### src/gpm_pkg.sv
package gpm_pkg;

    // ------------------------------------------------------------------
    // register map
    // ------------------------------------------------------------------
    // printed offset 0x13 is not a multiple of four: kept as index
    localparam logic [7:0]  GPM_CTL_INDEX     = 8'h13;
    localparam logic [11:0] GPM_CTL_ADDR      = {2'h0, GPM_CTL_INDEX, 2'h0};
    localparam logic [7:0]  GPM_CTL_RESET     = 8'h00;
    localparam int          GPM_EN_BIT        = 0;
    localparam int          GPM_VAL_BIT       = 1;
    localparam int          GPM_SRC_LSB       = 2;
    localparam int          GPM_SEL_LSB       = 5;

    // ------------------------------------------------------------------
    // source group codes
    // ------------------------------------------------------------------
    localparam logic [2:0]  GPM_SRC_STATUS    = 3'h4;
    localparam logic [2:0]  GPM_SRC_TX        = 3'h6;

    // ------------------------------------------------------------------
    // select codes
    // ------------------------------------------------------------------
    localparam logic [2:0]  GPM_SEL_0         = 3'h0;
    localparam logic [2:0]  GPM_SEL_1         = 3'h1;
    localparam logic [2:0]  GPM_SEL_2         = 3'h2;
    localparam logic [2:0]  GPM_SEL_3         = 3'h3;
    localparam logic [2:0]  GPM_SEL_4         = 3'h4;
    localparam logic [2:0]  GPM_SEL_5         = 3'h5;
    localparam logic [2:0]  GPM_SEL_6         = 3'h6;
    localparam logic [2:0]  GPM_SEL_7         = 3'h7;

    // control register layout
    typedef struct packed {
        logic [2:0] pin3_signal_select;
        logic [2:0] pin3_source_group;
        logic       pin3_local_level;
        logic       pin3_drive_enable;
    } gpm_ctl_t;

    // per receive port status
    typedef struct packed {
        logic [3:0] remote_gpio;
        logic       lock;
        logic       pass;
        logic       frame_valid;
        logic       line_valid;
    } gpm_rx_t;

    // transmit port status
    typedef struct packed {
        logic pass_and;
        logic pass_or;
        logic frame_valid;
        logic line_valid;
        logic synced;
        logic tx_irq;
    } gpm_tx_t;

endpackage

### src/gpm_pin3_mux.sv
// Notes on behaviour
// - the pin is driven only while the drive enable bit 0 is one.
// - source bits 4:2 pick rx port 0..3, device status (100) or tx port (110).
// - for an rx port, select bits 7:5 pick remote gpio 0..3, lock, pass, fv, lv.
// - for device status, 000 local level, 001 or lock, 010 and lock, 011 and pass, 100 sync.
// - device status codes 101..111 are reserved and give a low output here.
// - for tx port, 000 and pass, 001 or pass, 010 fv, 011 lv, 100 synced, 101 irq.
// - value bit 1 is the level driven when the local level is selected.
// - the control register resets to zero and all fields read back as written.
//
// Chosen here: the APB slave port.
`timescale 1ns/1ns
`default_nettype none
module gpm_pin3_mux
    import gpm_pkg::*;
#(
    parameter int NPORT = 4
) (
    input  wire logic             sys_clk,
    input  wire logic             srst,
    input  wire logic             psel,
    input  wire logic             penable,
    input  wire logic             pwrite,
    input  wire logic [11:0]      paddr,
    input  wire logic [31:0]      pwdata,
    output var  logic [31:0]      prdata,
    output var  logic             pready,
    output var  logic             pslverr,
    input  wire gpm_rx_t [NPORT-1:0] rx_status,
    input  wire logic [NPORT-1:0] port_enabled,
    input  wire logic             frame_sync_pulse,
    input  wire gpm_tx_t          tx_status,
    output var  logic             pin3_out,
    output var  logic             pin3_oe_n
);

    // ------------------------------------------------------------------
    // input synchronisers
    // ------------------------------------------------------------------
    localparam int SW = NPORT * $bits(gpm_rx_t) + NPORT + 1 + $bits(gpm_tx_t);
    logic [SW-1:0] sync1_reg;
    logic [SW-1:0] sync2_reg;

    // two flops on every status input from other domains
    always_ff @(posedge sys_clk) begin
        sync1_reg <= {rx_status, port_enabled, frame_sync_pulse, tx_status};
        sync2_reg <= sync1_reg;
    end

    gpm_rx_t [NPORT-1:0] rx_s;
    logic [NPORT-1:0]    en_s;
    logic                fs_s;
    gpm_tx_t             tx_s;
    assign {rx_s, en_s, fs_s, tx_s} = sync2_reg;

    // ------------------------------------------------------------------
    // apb slave
    // ------------------------------------------------------------------
    gpm_ctl_t ctl_reg;
    logic     hit;
    logic     access;
    assign hit    = (paddr == GPM_CTL_ADDR);
    assign access = psel && penable && pready;

    // zero-wait-state ready: high in the access cycle only
    always_ff @(posedge sys_clk) begin
        if (srst) begin
            pready <= 1'b0;
        end else begin
            pready <= psel && !pready;
        end
    end

    // control register write
    always_ff @(posedge sys_clk) begin
        if (srst) begin
            ctl_reg <= gpm_ctl_t'(GPM_CTL_RESET);
        end else if (access && pwrite && hit) begin
            ctl_reg <= gpm_ctl_t'(pwdata[7:0]);
        end
    end

    // read data and error, registered in the setup cycle
    always_ff @(posedge sys_clk) begin
        if (srst) begin
            prdata  <= 32'h0000_0000;
            pslverr <= 1'b0;
        end else if (psel && !pready) begin
            prdata  <= (hit && !pwrite) ? {24'h00_0000, ctl_reg} : 32'h0000_0000;
            pslverr <= !hit;
        end
    end

    // ------------------------------------------------------------------
    // signal selection
    // ------------------------------------------------------------------
    logic lock_or;
    logic lock_and;
    logic pass_and;
    logic [NPORT-1:0] lk_v;
    logic [NPORT-1:0] ps_v;

    // per port lock and pass, masked by port enable
    genvar gi;
    generate
        for (gi = 0; gi < NPORT; gi++) begin : g_port
            assign lk_v[gi] = rx_s[gi].lock;
            assign ps_v[gi] = rx_s[gi].pass;
        end
    endgenerate

    assign lock_or  = |(lk_v & en_s);
    assign lock_and = (|en_s) && &(lk_v | ~en_s);
    assign pass_and = (|en_s) && &(ps_v | ~en_s);

    logic    sel_next;
    gpm_rx_t rx_sel;
    assign rx_sel = rx_s[ctl_reg.pin3_source_group[1:0]];

    // group then signal choice
    always_comb begin
        sel_next = 1'b0;
        if (!ctl_reg.pin3_source_group[2]) begin
            case (ctl_reg.pin3_signal_select)
                GPM_SEL_0: sel_next = rx_sel.remote_gpio[0];
                GPM_SEL_1: sel_next = rx_sel.remote_gpio[1];
                GPM_SEL_2: sel_next = rx_sel.remote_gpio[2];
                GPM_SEL_3: sel_next = rx_sel.remote_gpio[3];
                GPM_SEL_4: sel_next = rx_sel.lock;
                GPM_SEL_5: sel_next = rx_sel.pass;
                GPM_SEL_6: sel_next = rx_sel.frame_valid;
                default:   sel_next = rx_sel.line_valid;
            endcase
        end else if (ctl_reg.pin3_source_group == GPM_SRC_STATUS) begin
            case (ctl_reg.pin3_signal_select)
                GPM_SEL_0: sel_next = ctl_reg.pin3_local_level;
                GPM_SEL_1: sel_next = lock_or;
                GPM_SEL_2: sel_next = lock_and;
                GPM_SEL_3: sel_next = pass_and;
                GPM_SEL_4: sel_next = fs_s;
                default:   sel_next = 1'b0;
            endcase
        end else if (ctl_reg.pin3_source_group == GPM_SRC_TX) begin
            case (ctl_reg.pin3_signal_select)
                GPM_SEL_0: sel_next = tx_s.pass_and;
                GPM_SEL_1: sel_next = tx_s.pass_or;
                GPM_SEL_2: sel_next = tx_s.frame_valid;
                GPM_SEL_3: sel_next = tx_s.line_valid;
                GPM_SEL_4: sel_next = tx_s.synced;
                GPM_SEL_5: sel_next = tx_s.tx_irq;
                default:   sel_next = 1'b0;
            endcase
        end
    end

    // ------------------------------------------------------------------
    // pin driver
    // ------------------------------------------------------------------
    // level and enable registered; output disabled holds level low
    always_ff @(posedge sys_clk) begin
        if (srst) begin
            pin3_out  <= 1'b0;
            pin3_oe_n <= 1'b1;
        end else begin
            pin3_out  <= ctl_reg.pin3_drive_enable ? sel_next : 1'b0;
            pin3_oe_n <= !ctl_reg.pin3_drive_enable;
        end
    end

    // ------------------------------------------------------------------
    // assertions
    // ------------------------------------------------------------------
    drive_gate_a: assert property (@(posedge sys_clk) disable iff (srst)
        pin3_oe_n == !$past(ctl_reg.pin3_drive_enable))
        else $error("pin drive does not follow enable");
    release_off_a: assert property (@(posedge sys_clk) disable iff (srst)
        $past(!ctl_reg.pin3_drive_enable) |-> pin3_oe_n && !pin3_out)
        else $error("pin driven while disabled");
    local_level_a: assert property (@(posedge sys_clk) disable iff (srst)
        $past(ctl_reg.pin3_drive_enable && ctl_reg.pin3_source_group == GPM_SRC_STATUS
              && ctl_reg.pin3_signal_select == GPM_SEL_0)
        |-> pin3_out == $past(ctl_reg.pin3_local_level))
        else $error("local level not driven");
    status_rsv_a: assert property (@(posedge sys_clk) disable iff (srst)
        $past(ctl_reg.pin3_source_group == GPM_SRC_STATUS
              && ctl_reg.pin3_signal_select > GPM_SEL_4) |-> !pin3_out)
        else $error("reserved status code not low");
    rx_lock_a: assert property (@(posedge sys_clk) disable iff (srst)
        $past(ctl_reg.pin3_drive_enable && !ctl_reg.pin3_source_group[2]
              && ctl_reg.pin3_signal_select == GPM_SEL_4) |-> pin3_out == $past(rx_sel.lock))
        else $error("rx lock not routed");
    tx_irq_a: assert property (@(posedge sys_clk) disable iff (srst)
        $past(ctl_reg.pin3_drive_enable && ctl_reg.pin3_source_group == GPM_SRC_TX
              && ctl_reg.pin3_signal_select == GPM_SEL_5) |-> pin3_out == $past(tx_s.tx_irq))
        else $error("tx interrupt not routed");
    src_rsv_a: assert property (@(posedge sys_clk) disable iff (srst)
        $past(ctl_reg.pin3_source_group == GPM_SEL_5 || ctl_reg.pin3_source_group == GPM_SEL_7)
        |-> !pin3_out)
        else $error("reserved source not low");
    ctl_write_a: assert property (@(posedge sys_clk) disable iff (srst)
        access && pwrite && hit |=> ctl_reg == gpm_ctl_t'($past(pwdata[7:0])))
        else $error("control write lost");
    ctl_reset_a: assert property (@(posedge sys_clk)
        srst |=> ctl_reg == gpm_ctl_t'(GPM_CTL_RESET) && pin3_oe_n)
        else $error("control reset wrong");
    // rx remote gpio 0 and frame sync routes, reserved tx codes and the read path
    rx_gpio_a: assert property (@(posedge sys_clk) disable iff (srst)
        ctl_reg.pin3_drive_enable && !ctl_reg.pin3_source_group[2]
        && ctl_reg.pin3_signal_select == GPM_SEL_0
        |=> pin3_out == $past(rx_sel.remote_gpio[0]))
        else $error("rx remote gpio not routed");
    frame_sync_a: assert property (@(posedge sys_clk) disable iff (srst)
        ctl_reg.pin3_drive_enable && ctl_reg.pin3_source_group == GPM_SRC_STATUS
        && ctl_reg.pin3_signal_select == GPM_SEL_4 |=> pin3_out == $past(fs_s))
        else $error("frame sync not routed");
    tx_rsv_a: assert property (@(posedge sys_clk) disable iff (srst)
        ctl_reg.pin3_source_group == GPM_SRC_TX && ctl_reg.pin3_signal_select > GPM_SEL_5
        |=> !pin3_out)
        else $error("reserved tx code not low");
    read_data_a: assert property (@(posedge sys_clk) disable iff (srst)
        psel && !pready && hit && !pwrite |=> prdata == {24'h00_0000, $past(ctl_reg)})
        else $error("read data wrong");

    drive_on_c: cover property (@(posedge sys_clk) disable iff (srst) !pin3_oe_n && pin3_out);
    tx_src_c:   cover property (@(posedge sys_clk) disable iff (srst)
        ctl_reg.pin3_source_group == GPM_SRC_TX && !pin3_oe_n);
    read_c:     cover property (@(posedge sys_clk) disable iff (srst) access && !pwrite && hit);
    rsv_code_c: cover property (@(posedge sys_clk) disable iff (srst)
        ctl_reg.pin3_source_group == GPM_SRC_STATUS && ctl_reg.pin3_signal_select > GPM_SEL_4);
    lock_and_c: cover property (@(posedge sys_clk) disable iff (srst) lock_and && !pin3_oe_n);

endmodule
`default_nettype wire

### config.mk
export PLATFORM = sky130hd
export DESIGN_NAME = gpm_pin3_mux
export DESIGN_NICKNAME = d
export VERILOG_FILES = /design/src/gpm_pkg.sv /design/src/gpm_pin3_mux.sv
export SDC_FILE = /design/constraint.sdc
export NUM_CORES = 1
export LEC_CHECK = 0
export ABC_AREA = 1
export ABC_CLOCK_PERIOD_IN_PS = 1600
export BUFFER_PORTS_ARGS = -buffer_cell sky130_fd_sc_hd__buf_2
export CORE_MARGIN = 2
export CORE_UTILIZATION = 47
export DETAILED_ROUTE_END_ITERATION = 12
export PLACE_DENSITY = 0.86
export SYNTH_ARGS = -nofsm -noshare
export SYNTH_HDL_FRONTEND = slang
export SYNTH_SLANG_ARGS = --single-unit
### constraint.sdc
create_clock -name sys_clk -period 1.6 [get_ports sys_clk]
set_input_delay 0.24 -clock sys_clk [delete_from_list [all_inputs] [get_ports sys_clk]]
set_output_delay 0.24 -clock sys_clk [all_outputs]
set_load 0.02 [all_outputs]
[Yosys cells after proc, flatten, opt, wreduce, memory -nomap -nowiden]
Index checks and enable logic that the tools add are counted.
Storage, ports and cells
  register bits: 130
Operators by class
  magnitude comparators: 1
  reductions and logical operators: 18
  mux-type cells: 9
  equal/unequal tests: 9
  bitwise logic cells: 5
Operators with widths (count)
  $bmux W8 S2: 1
  $mux W8: 2
  $eq A3 B3 Y1 const B: 5
  $eq A12 B7 Y1 const B: 1
  $logic_and A1 B1 Y1: 8
  $or A4 B4 Y4: 2
  $reduce_and A4 Y1: 2
  $reduce_or A4 Y1: 2
  $pmux W1 S7: 1
  $eq A3 B2 Y1 const B: 2
  $pmux W1 S6: 1
  $pmux W1 S5: 1
  $and A4 B4 Y4: 1
  $logic_not A1 Y1: 4
  $not A4 Y4: 1
  $eq A3 B1 Y1 const B: 1
  $logic_not A3 Y1: 1
  $lt A2 B3 Y1 const B: 1
  $mux W1: 3
  $reduce_or A2 Y1: 1
  $not A1 Y1: 1

[Depth between registers and ports, before layout]
Gate-level depths: netlist of the first run.
  word-level depth: 7
  mapped depth: 12

[Worst setup path before layout of the first run]
Ideal clock, no wire load.
  kind: register -> register
  start point: register pready
  end point: register pslverr
  buffers on the path: 0
  path slack: 0.271 ns
  arrival time: 1.221 ns
  clock period less this slack: 1.329 ns
  data required time: 1.492 ns
  cell stages (with the launch flop): 6
  library setup time: 0.108 ns
  path through: dfxtp_1 nor2_2 inv_2 nor4_4 or2_2 inv_1
Between the ends
  longest elaborated chain between the ends: 2
Ends and longest elaborated chain
  start, declared: line gpm_pin3_mux.sv:27  | output var logic pready,
  start signal, assigned: line gpm_pin3_mux.sv:70  | pready <= psel && !pready;
  $logic_not A1 Y1: line gpm_pin3_mux.sv:88  | end else if (psel && !pready) begin
  $logic_and A1 B1 Y1: line gpm_pin3_mux.sv:88
  end signal, assigned: line gpm_pin3_mux.sv:90  | pslverr <= !hit;
  end, declared: line gpm_pin3_mux.sv:28  | output var logic pslverr,
Every way passes these cells.
A chain may end at the register's enable or synchronous reset.

[Worst setup path after layout of the first run]
  start point: register ctl_reg[2] (netlist name)
  end point: register pin3_out
Between the ends
  longest elaborated chain between the ends: 4
Ends and longest elaborated chain
  start, declared: line gpm_pin3_mux.sv:59  | gpm_ctl_t ctl_reg;
  start signal, assigned: line gpm_pin3_mux.sv:77  | ctl_reg <= gpm_ctl_t'(GPM_CTL_RESET);
  start signal, assigned: line gpm_pin3_mux.sv:79  | ctl_reg <= gpm_ctl_t'(pwdata[7:0]);
  $bmux W8 S2 or $eq A3 B3 Y1 (tied branches): line gpm_pin3_mux.sv:118, gpm_pin3_mux.sv:143
  $mux W8 (implied by the code) or $mux W1 (tied branches): line gpm_pin3_mux.sv:118, gpm_pin3_mux.sv:143
  $pmux W1 S7 or $mux W1 (tied branches): line gpm_pin3_mux.sv:124, gpm_pin3_mux.sv:134
  $mux W1 (*): line gpm_pin3_mux.sv:123  | if (!ctl_reg.pin3_source_group[2]) begin
  end signal, assigned: line gpm_pin3_mux.sv:165  | pin3_out <= ctl_reg.pin3_drive_enable ? sel_next : 1'b0;
  end, declared: line gpm_pin3_mux.sv:33  | output var logic pin3_out,
Every way passes the cells marked *; elsewhere a longest branch is shown, timed or not. The select of a mux whose other input is x is not followed.

==> impl_summary.txt, run 1 <==
----------------------------------------------------
[Critical path]
  Register-to-Register Path Depth ... 10
  Worst path arrival time ... 1.71 ns
  Setup crit start kind ... flop
  Startpoint of the worst-slack reg-to-reg timing path ... ctl_reg[2]$_SDFFE_PP0P_
  Kind of end point of the critical path ... flop
  Data required time of the worst path ... between 1.5 and 2 ns
  Worst setup slack for register-to-register paths ... between 0.1 and 0.15 ns
  Reg-to-Reg End ... pin3_out$_SDFF_PP0_
  Worst Setup Path Type ... flop to flop
  Largest fanout on the critical path ... 5

[Pwr]
  Logic gate share of total power ... 0.068
  Power density over cell area ... about 1100 nW/um2
  Total power consumption of the routed design ... around 0.0046 W
  Sequential cell fraction of total power ... 0.611
  Proportion of total power due to net switching ... 0.229
  Max IR drop VDD ... 0.933 mV
  NetSw ... 0.00105 W
  Cell-internal power ... about 0.0035 W
  Leakage component of the power ... about 2.1 nW
  Proportion of power drawn by the clock network ... 0.321

[Timing]
  Fraction of the cycle the final worst path needs ... 0.910
  Endpoints failing hold ... 0
  Final period demand of the worst path ... ~1.5 ns
  Pins over their slew limit ... 0
  Clock Skews ... 0.00986 ns
  Final number of setup-violating endpoints ... 0
  Achievable clock frequency ... roughly 690 MHz

[Cells and area]
  Area overhead of the layout relative to synthesis ... 32.5%
  Area of all placed cells without fillers ... 4350 um2
  Fraction of layout instances using a drive strength above 1 ... 0.223
  Antenna cells ... 0
  Count of nets after finishing ... approximately 580

[Synth]
  Number of enable flip-flop cells after synthesis ... 0
  Instance count of the mapped netlist ... roughly 360
  Synthesized-area fraction occupied by xor and xnor cells ... 0
  Post-synthesis cell area ... 3280 um2
  Compound-gate portion of the synthesized area ... 0.0629
  Area share of and/or/nand/nor cells after synthesis ... 0.190
  Largest family of logic cells by synthesized area ... simple AND/OR/NAND/NOR gates
  Average footprint of a synthesized cell ... ~9.2 um2
  Number of distinct library cells after synthesis ... 23
  FFs w/ async S/R, synth ... 0
  Post-synthesis share of cell area spent on full adders, half adders and majority gates ... 0
  Number of synthesized register bits ... between 100 and 150
  Top flip-flop cell by instance count after synthesis ... sky130_fd_sc_hd__dfxtp_1
  Total number of yosys warnings ... 0
  Multiplexer share of the synthesized area ... 0
  Sequential share of the synthesized area ... 0.646

[Detailed routing]
  Count of TritonRoute iterations in the first routing pass ... 4
  Post-route DRC violation count ... 0
  Number of DRC markers in iteration 0 ... 93
  Antenna violation net count after detailed routing ... 0
  Routed via count divided by cell count ... 4.54
  Final routed wirelength across all metal layers ... around 7.2 mm
  Via count of the routed design ... 2,676
  Routed WL per cell ... about 12 um

[Placed design]
  Final Wtd Congestion ... ~0.8
  Placed instance area ... between 3000 and 4000 um2
  Input/output buffers ... slightly below 80
  Post-detailed-placement half-perimeter wirelength ... between 4 and 5 mm

[Clock network]
  Clock latency reported for the late side of the worst-skew pair ... 0.36 ns
  Clock slew at the register clock pins of the worst setup and hold paths ... ~0.10 ns
  Total clock buffers created by CTS ... 9
  Clock sink count ... around 110
  Clock tree from TritonCTS ... yes
  Maximum root-to-sink buffer count ... 2
  Buffer type at the clock tree root ... sky130_fd_sc_hd__clkbuf_8
  H-tree level count ... 3

[GRT]
  Initial antenna violation count ... 0
  Pin count of the biggest net entering global routing ... 18
  Global route total overflow ... 0
  Global-route wire length before repair ... roughly 11 mm
  Via count of the first global-routing pass ... 2,551
  Global-route usage over all layers ... 0.191

[Floorplan]
  Number of standard-cell rows in the floorplan ... 30
  Total core area ... between 6000 and 7000 um2
  Overall die area ... 7670 um2
  Starting density of the core ... 0.483
  Die extent in y ... roughly 88 um
  Die width ... 87.6 um
  Number of primary I/O pins ... roughly 130

[Hold path]
  Start point of the worst min-delay path ... pwdata[6]
  WHS Endpoint ... ctl_reg[6]$_SDFFE_PP0P_
  Class of the tightest hold or removal check ... input port to flop
  Hold Crit Depth ... 3

[Run]
  Number of max-cap violations ... 0

[Outcome]
  Status ... finished clean

----------------------------------------------------
[cell usage in the layout, fill, tap and decap left out, drive strengths merged, types with 17 or more instances in the layout]
| cell type | n |
|---|---|
| buf | 88 |
| inv | 29 |
| dlygate4sd3 | 43 |
| nand2 | 73 |
| nand3 | 23 |
| o21ai | 20 |
| nor2 | 41 |
| a21oi | 17 |
| dfxtp | 106 |
| conb | 24 |
[power by group through the flow]
stage	Clock [W]	Sequential (W)	Combinational, W
after global placement	0	0.00285	0.000215
after global routing	0.00163	0.00280	0.000343
after floorplan	0	0.00284	0.000160
final	0.00147	0.00279	0.000312
after detailed placement	0	0.00285	0.000222
after CTS	0.00149	0.00279	0.000302
[critical path, cell delays in order, from the launching register on]
cell and delay (ns):
sky130_fd_sc_hd__dfxtp_2 0.40, sky130_fd_sc_hd__clkinvlp_4 0.16, sky130_fd_sc_hd__buf_4 0.17, sky130_fd_sc_hd__nand2_1 0.05, sky130_fd_sc_hd__nand3_1 0.07, sky130_fd_sc_hd__nand4_1 0.13, sky130_fd_sc_hd__nand2_1 0.08, sky130_fd_sc_hd__nor2_1 0.09
sky130_fd_sc_hd__nand2_1 0.07, sky130_fd_sc_hd__nor2_1 0.08, sky130_fd_sc_hd__nor2_1 0.05
[layer usage]
| layer | vias up | global-route usage | part of all wire |
|---|---|---|---|
| li1 | 1334 | - | - |
| met1 | 1178 | 0.191 | 0.39 |
| met2 | 135 | 0.346 | 0.51 |
| met3 | 29 | 0.0679 | 0.068 |
| met4 | 0 | 0.0979 | 0.034 |
| met5 | - | 0 | 0 |
[cells in the mapped netlist (2+ instances only)]
| cell type | n | area [um2] |
|---|---|---|
| sky130_fd_sc_hd__a21oi_1 | 17 | 85.1 |
| sky130_fd_sc_hd__buf_2 | 7 | 35.0 |
| sky130_fd_sc_hd__buf_4 | 24 | 180 |
| sky130_fd_sc_hd__dfxtp_1 | 106 | 2120 |
| sky130_fd_sc_hd__inv_1 | 27 | 101 |
| sky130_fd_sc_hd__nand2_1 | 73 | 274 |
| sky130_fd_sc_hd__nand3_1 | 23 | 115 |
| sky130_fd_sc_hd__nand3b_1 | 2 | 15.0 |
| sky130_fd_sc_hd__nand4_1 | 3 | 18.8 |
| sky130_fd_sc_hd__nor2_1 | 40 | 150 |
| sky130_fd_sc_hd__nor3_1 | 2 | 10.0 |
| sky130_fd_sc_hd__o21ai_0 | 20 | 100 |
[layout make-up]
class,instances,area [um2]
Timing Repair Buffer,131,893
Clock buffer,10,138
Sequential cell,106,2120
Tap cell,96,120
Fill cell,519,2440
Clock inverter,5,37.5
Inverter,29,113
Timing Repair inverter,1,5.00
Multi-Input combinational cell,211,920
[logic make-up (layout without fill, tap and decap cells)]
kind of cell,after synthesis,count (layout)
simple gates,147,147
flops,106,106
buf+inv,61,176
compound gates,40,40
other cells,1,24
[stage by stage]
| step | util | std cells | setup slack [ns] | setup TNS, ns | hold slack, ns |
|---|---|---|---|---|---|
| 2_1_floorplan | - | 378 | 0.271 | 0 | 0.268 |
| 3_3_place_gp | 0.546 | 527 | 0.188 | 0 | 0.311 |
| 3_5_place_dp | 0.546 | 527 | 0.0992 | 0 | 0.312 |
| 4_1_cts | 0.635 | 585 | 0.0998 | 0 | 0.136 |
| 5_1_grt | 0.640 | 589 | -0.00749 | -0.00749 | 0.169 |
| 6_report | 0.640 | 589 | 0.144 | 0 | 0.157 |
[worst max-delay path by stage]
stage | start | endpoint | slack (ns)
finish | ctl_reg[2]$_SDFFE_PP0P_ | pin3_out$_SDFF_PP0_ | 0.14
CTS | pready$_SDFF_PP0_ | prdata[6]$_SDFFE_PP0P_ | 0.1
detailed placement | psel | prdata[6]$_SDFFE_PP0P_ | 0.1
global route | ctl_reg[2]$_SDFFE_PP0P_ | pin3_out$_SDFF_PP0_ | -0.007
floorplan | pready$_SDFF_PP0_ | pslverr$_SDFFE_PP0P_ | 0.27
global placement | psel | prdata[7]$_SDFFE_PP0P_ | 0.19
[repair_timing]
item,CTS,global route
endpoints found under the setup margin,0,4
hold buffers,43,0
hold endpoints to repair,43,0
setup buffers,0,3
resized for setup,0,2
Power figures use the tool's default switching activity.
==> run 2, diff against run 1 <==
--- a/config.mk
+++ b/config.mk
@@ -5,13 +5,13 @@
 export SDC_FILE = /design/constraint.sdc
 export NUM_CORES = 1
 export LEC_CHECK = 0
-export ABC_AREA = 1
+export ABC_AREA = 0
 export ABC_CLOCK_PERIOD_IN_PS = 1600
 export BUFFER_PORTS_ARGS = -buffer_cell sky130_fd_sc_hd__buf_2
 export CORE_MARGIN = 2
 export CORE_UTILIZATION = 47
 export DETAILED_ROUTE_END_ITERATION = 12
-export PLACE_DENSITY = 0.86
+export PLACE_DENSITY = 0.87
 export SYNTH_ARGS = -nofsm -noshare
 export SYNTH_HDL_FRONTEND = slang
 export SYNTH_SLANG_ARGS = --single-unit
==> impl_summary.txt, run 2 <==
----------------------------------------------------
[Outcome]
  Status ... finished, violations left (was finished clean)
  Violations in the final reports ... setup timing

[Cells and area]
  Top library cells by usage in the layout, fill and taps aside ... sky130_fd_sc_hd__dfxtp_1 (104), sky130_fd_sc_hd__buf_2 (79), sky130_fd_sc_hd__dlygate4sd3_1 (43) (was sky130_fd_sc_hd__dfxtp_1 (105), sky130_fd_sc_hd__buf_2 (79), sky130_fd_sc_hd__nand2_1 (73))
  Antenna cells ... 0 (unchanged)
  Area overhead of the layout relative to synthesis ... 35.9% (was 32.5%)
  Fin util ... 0.667 (was 0.640)
  Fraction of layout instances using a drive strength above 1 ... 0.340 (was 0.223)
  Most common cell after layout, fill and taps aside ... sky130_fd_sc_hd__dfxtp_1 (unchanged)
  Filler cell count ... 435 (was 519)
  Count of nets after finishing ... 466 (was 581)

[Synth]
  Number of enable flip-flop cells after synthesis ... 0 (unchanged)
  Leading cell types by total area after synthesis ... sky130_fd_sc_hd__dfxtp_1 (68%), sky130_fd_sc_hd__buf_4 (5.8%), sky130_fd_sc_hd__mux2i_1 (4.2%), sky130_fd_sc_hd__mux4_1 (3.4%), sky130_fd_sc_hd__mux4_2 (2.9%) (was sky130_fd_sc_hd__dfxtp_1 (65%), sky130_fd_sc_hd__nand2_1 (8.3%), sky130_fd_sc_hd__buf_4 (5.5%), sky130_fd_sc_hd__nor2_1 (4.6%), sky130_fd_sc_hd__nand3_1 (3.5%))
  Sequential share of the synthesized area ... 0.677 (was 0.646)
  Total number of yosys warnings ... 0 (unchanged)
  Number of distinct library cells after synthesis ... 32 (was 23)
  Most used standard cells in the synthesized netlist ... sky130_fd_sc_hd__dfxtp_1 (106), sky130_fd_sc_hd__buf_4 (24), sky130_fd_sc_hd__nor2_1 (21) (was sky130_fd_sc_hd__dfxtp_1 (106), sky130_fd_sc_hd__nand2_1 (73), sky130_fd_sc_hd__nor2_1 (40))
  Top flip-flop cell by instance count after synthesis ... sky130_fd_sc_hd__dfxtp_1 (unchanged)
  FFs w/ async S/R, synth ... 0 (unchanged)
  Top cell type's share of synthesized area ... 0.677 (was 0.646)
  Average footprint of a synthesized cell ... 13.3 um2 (was 9.25 um2)
  Post-synthesis cell area ... 3130 um2 (was 3280 um2)
  Library cell occupying the most area in the post-synthesis netlist ... sky130_fd_sc_hd__dfxtp_1 (unchanged)
  Number of synthesized register bits ... 106 (unchanged)
  Leading cell type by number of instances after synthesis ... sky130_fd_sc_hd__dfxtp_1 (unchanged)
  Instance count of the mapped netlist ... 235 (was 355)

[Timing]
  Clock Skews ... 0.0148 ns (was 0.00986 ns)
  Smallest setup slack after layout ... -0.0749 ns (was 0.144 ns)
  Endpoints failing hold ... 0 (unchanged)
  RSZ-0062 raised after global routing ... yes
  Final period demand of the worst path ... 1.67 ns (was 1.46 ns)
  Fraction of the cycle the final worst path needs ... 1.05 (was 0.910)
  Hold_ws ... 0.113 ns (was 0.157 ns)
  Achievable clock frequency ... 597 MHz (was 687 MHz)
  Pins over their slew limit ... 0 (unchanged)
  Final number of setup-violating endpoints ... 1 (was 0)

[Floorplan]
  Number of standard-cell rows in the floorplan ... 29 (was 30)
  Number of primary I/O pins ... 128 (unchanged)
  Overall die area ... 7340 um2 (was 7670 um2)
  Die width ... 85.6 um (was 87.6 um)
  Starting density of the core ... 0.491 (was 0.483)
  Total core area ... 6390 um2 (was 6790 um2)
  Die extent in y ... 85.6 um (was 87.6 um)

[Clock network]
  Clock slew at the register clock pins of the worst setup and hold paths ... 0.09 ns (was 0.10 ns)
  Clock sink count ... 106 (unchanged)
  Buffer type at the clock tree root ... sky130_fd_sc_hd__clkbuf_8 (unchanged)
  Maximum root-to-sink buffer count ... 2 (unchanged)
  Clock latency reported for the late side of the worst-skew pair ... 0.36 ns (about the same)
  Total clock buffers created by CTS ... 9 (unchanged)
  H-tree level count ... 3 (unchanged)
  Clock tree from TritonCTS ... yes (unchanged)

[Critical path]
  Setup crit start kind ... flop (unchanged)
  Stage delay of the slowest cell on the critical path ... 0.51 ns (was 0.40 ns)
  Kind of end point of the critical path ... flop (unchanged)
  Reg-to-Reg End ... pin3_out$_SDFF_PP0_ (unchanged)
  Worst setup slack for register-to-register paths ... -0.07 ns (was 0.14 ns)
  Cell chain of the critical path ... buf_6 > mux4_2 > nor3b_2 > nor3_2 > nor4_2 > a211oi_1 (was clkinvlp_4 > buf_4 > nand2_1 > nand3_1 > nand4_1 > nand2_1 > nor2_1 > nand2_1 > nor2_1 > nor2_1)
  Startpoint of the worst-slack reg-to-reg timing path ... ctl_reg[2]$_SDFFE_PP0P_ (unchanged)
  Largest fanout on the critical path ... 3 (was 5)
  Register-to-Register Path Depth ... 6 (was 10)
  Buf+Inv Stages, Crit Path ... 1 (was 2)
  Cell family with the largest share of critical-path delay ... multiplexers (was simple AND/OR/NAND/NOR gates)
  Worst path arrival time ... 1.91 ns (was 1.71 ns)
  Worst Setup Path Type ... flop to flop (unchanged)
  Data required time of the worst path ... 1.84 ns (was 1.86 ns)
  Critical-path cell with the highest stage delay ... sky130_fd_sc_hd__mux4_2 (was sky130_fd_sc_hd__dfxtp_2)

[Pwr]
  Leakage component of the power ... 1.92 nW (was 2.06 nW)
  Max IR drop VDD ... 1.07 mV (was 0.933 mV)
  Power density over cell area ... 1100 nW/um2 (was 1050 nW/um2)

[Detailed routing]
  Post-route DRC violation count ... 0 (unchanged)
  Final routed wirelength across all metal layers ... 7.40 mm (was 7.17 mm)
  Routed via count divided by cell count ... 4.79 (was 4.54)
  Via count of the routed design ... 2,186 (was 2,676)
  Routed WL per cell ... 16.2 um (was 12.2 um)
  Count of TritonRoute iterations in the first routing pass ... 4 (unchanged)
  Antenna violation net count after detailed routing ... 0 (unchanged)
  Number of DRC markers in iteration 0 ... 75 (was 93)

[GRT]
  Global route total overflow ... 0 (unchanged)
  Initial antenna violation count ... 0 (unchanged)
  Via count of the first global-routing pass ... 2,454 (was 2,551)
  Global-route wire length before repair ... 11.6 mm (was 11.0 mm)
  Global-route usage over all layers ... 0.211 (was 0.191)
  Pin count of the biggest net entering global routing ... 20 (was 18)

[Hold path]
  Hold Crit Depth ... 3 (unchanged)
  Class of the tightest hold or removal check ... input port to flop (unchanged)
  WHS Endpoint ... ctl_reg[1]$_SDFFE_PP0P_ (was ctl_reg[6]$_SDFFE_PP0P_)
  Start point of the worst min-delay path ... pwdata[1] (was pwdata[6])

[Placed design]
  Place WS ... -0.315 ns (was 0.0992 ns)
  Post-detailed-placement half-perimeter wirelength ... 4.34 mm (was 4.46 mm)
  Input/output buffers ... 79 (unchanged)
  Final Wtd Congestion ... 0.799 (was 0.798)

[Run]
  Number of max-cap violations ... 0 (unchanged)

----------------------------------------------------
==> run 2: timing repair <==
action | in CTS | in global routing
pin swaps | 4 | 5
endpoints found under the hold margin | 43 | 0
endpoints found under the setup margin | 1 | 1
gates resized for setup | 5 | 9
setup buffers | 3 | 0
hold buffers | 43 | 0
==> run 2: worst max-delay path by stage <==
| stage | depth (start not counted) | endpoint | slack, ns | start |
|---|---|---|---|---|
| final | 6 | pin3_out$_SDFF_PP0_ | -0.07 | ctl_reg[2]$_SDFFE_PP0P_ |
| after global routing | 6 | pin3_out$_SDFF_PP0_ | -0.20 | ctl_reg[2]$_SDFFE_PP0P_ |
| after CTS | 6 | pin3_out$_SDFF_PP0_ | -0.11 | ctl_reg[2]$_SDFFE_PP0P_ |
| after detailed placement | 5 | pin3_out$_SDFF_PP0_ | -0.32 | ctl_reg[3]$_SDFFE_PP0P_ |
| after global placement | 5 | pin3_out$_SDFF_PP0_ | -0.25 | ctl_reg[3]$_SDFFE_PP0P_ |
| after floorplan | 6 | pin3_out$_SDFF_PP0_ | 0.01 | ctl_reg[2]$_SDFFE_PP0P_ |
==> run 2: area by class of cell <==
class                           count  area (um2)  share of cell area
Sequential cell                   106        2130               0.500
Timing Repair Buffer              139         961               0.226
Multi-Input combinational cell    115         866               0.203
Clock buffer                       10         138              0.0323
Tap cell                           77        96.3              0.0226
Clock inverter                      6        58.8              0.0138
Inverter                            3        11.3             0.00264
==> run 2: power by group <==
| group | switching [W] | internal [W] |
|---|---|---|
| registers | 0.0000493 | 0.00275 |
| clock network | 0.000934 | 0.000642 |
| logic | 0.000133 | 0.000164 |
| total | 0.00112 | 0.00356 |
==> run 2: cell families (layout without fill, tap and decap cells) <==
| logic type | Yosys count | count (layout) | share of synthesized area |
|---|---|---|---|
| flip-flops | 106 | 106 | 0.677 |
| AND/OR/NAND/NOR | 50 | 50 | 0.0863 |
| buffers and inverters | 37 | 158 | 0.0795 |
| multiplexers | 21 | 21 | 0.104 |
| AO/OA/AOI/OAI | 20 | 20 | 0.0519 |
| other | 1 | 24 | 0.00120 |
==> run 2: per-stage QoR <==
stage	power (W)	cells	cell area [um2]	TNS, ns
4_1_cts	0.00466	457	4250	-0.110
6_report	0.00468	456	4260	-0.0749
5_1_grt	0.00484	456	4260	-0.202
3_3_place_gp	0.00304	395	3590	-0.250
2_1_floorplan	0.00299	258	3220	0
3_5_place_dp	0.00306	395	3590	-0.390
==> run 2: worst reg2reg max path, cell delays in order (launching register included) <==
cell and delay (ns):
sky130_fd_sc_hd__dfxtp_2 0.38, sky130_fd_sc_hd__buf_6 0.12, sky130_fd_sc_hd__mux4_2 0.51, sky130_fd_sc_hd__nor3b_2 0.20, sky130_fd_sc_hd__nor3_2 0.07, sky130_fd_sc_hd__nor4_2 0.20, sky130_fd_sc_hd__a211oi_1 0.08
==> run 2: per-layer routing <==
layer / vias to the layer above / part of all wire / global-route usage
li1: 1038 / - / -
met4: 0 / 0.031 / 0.110
met3: 21 / 0.063 / 0.0577
met2: 110 / 0.54 / 0.400
met5: - / 0 / 0
met1: 1017 / 0.36 / 0.207
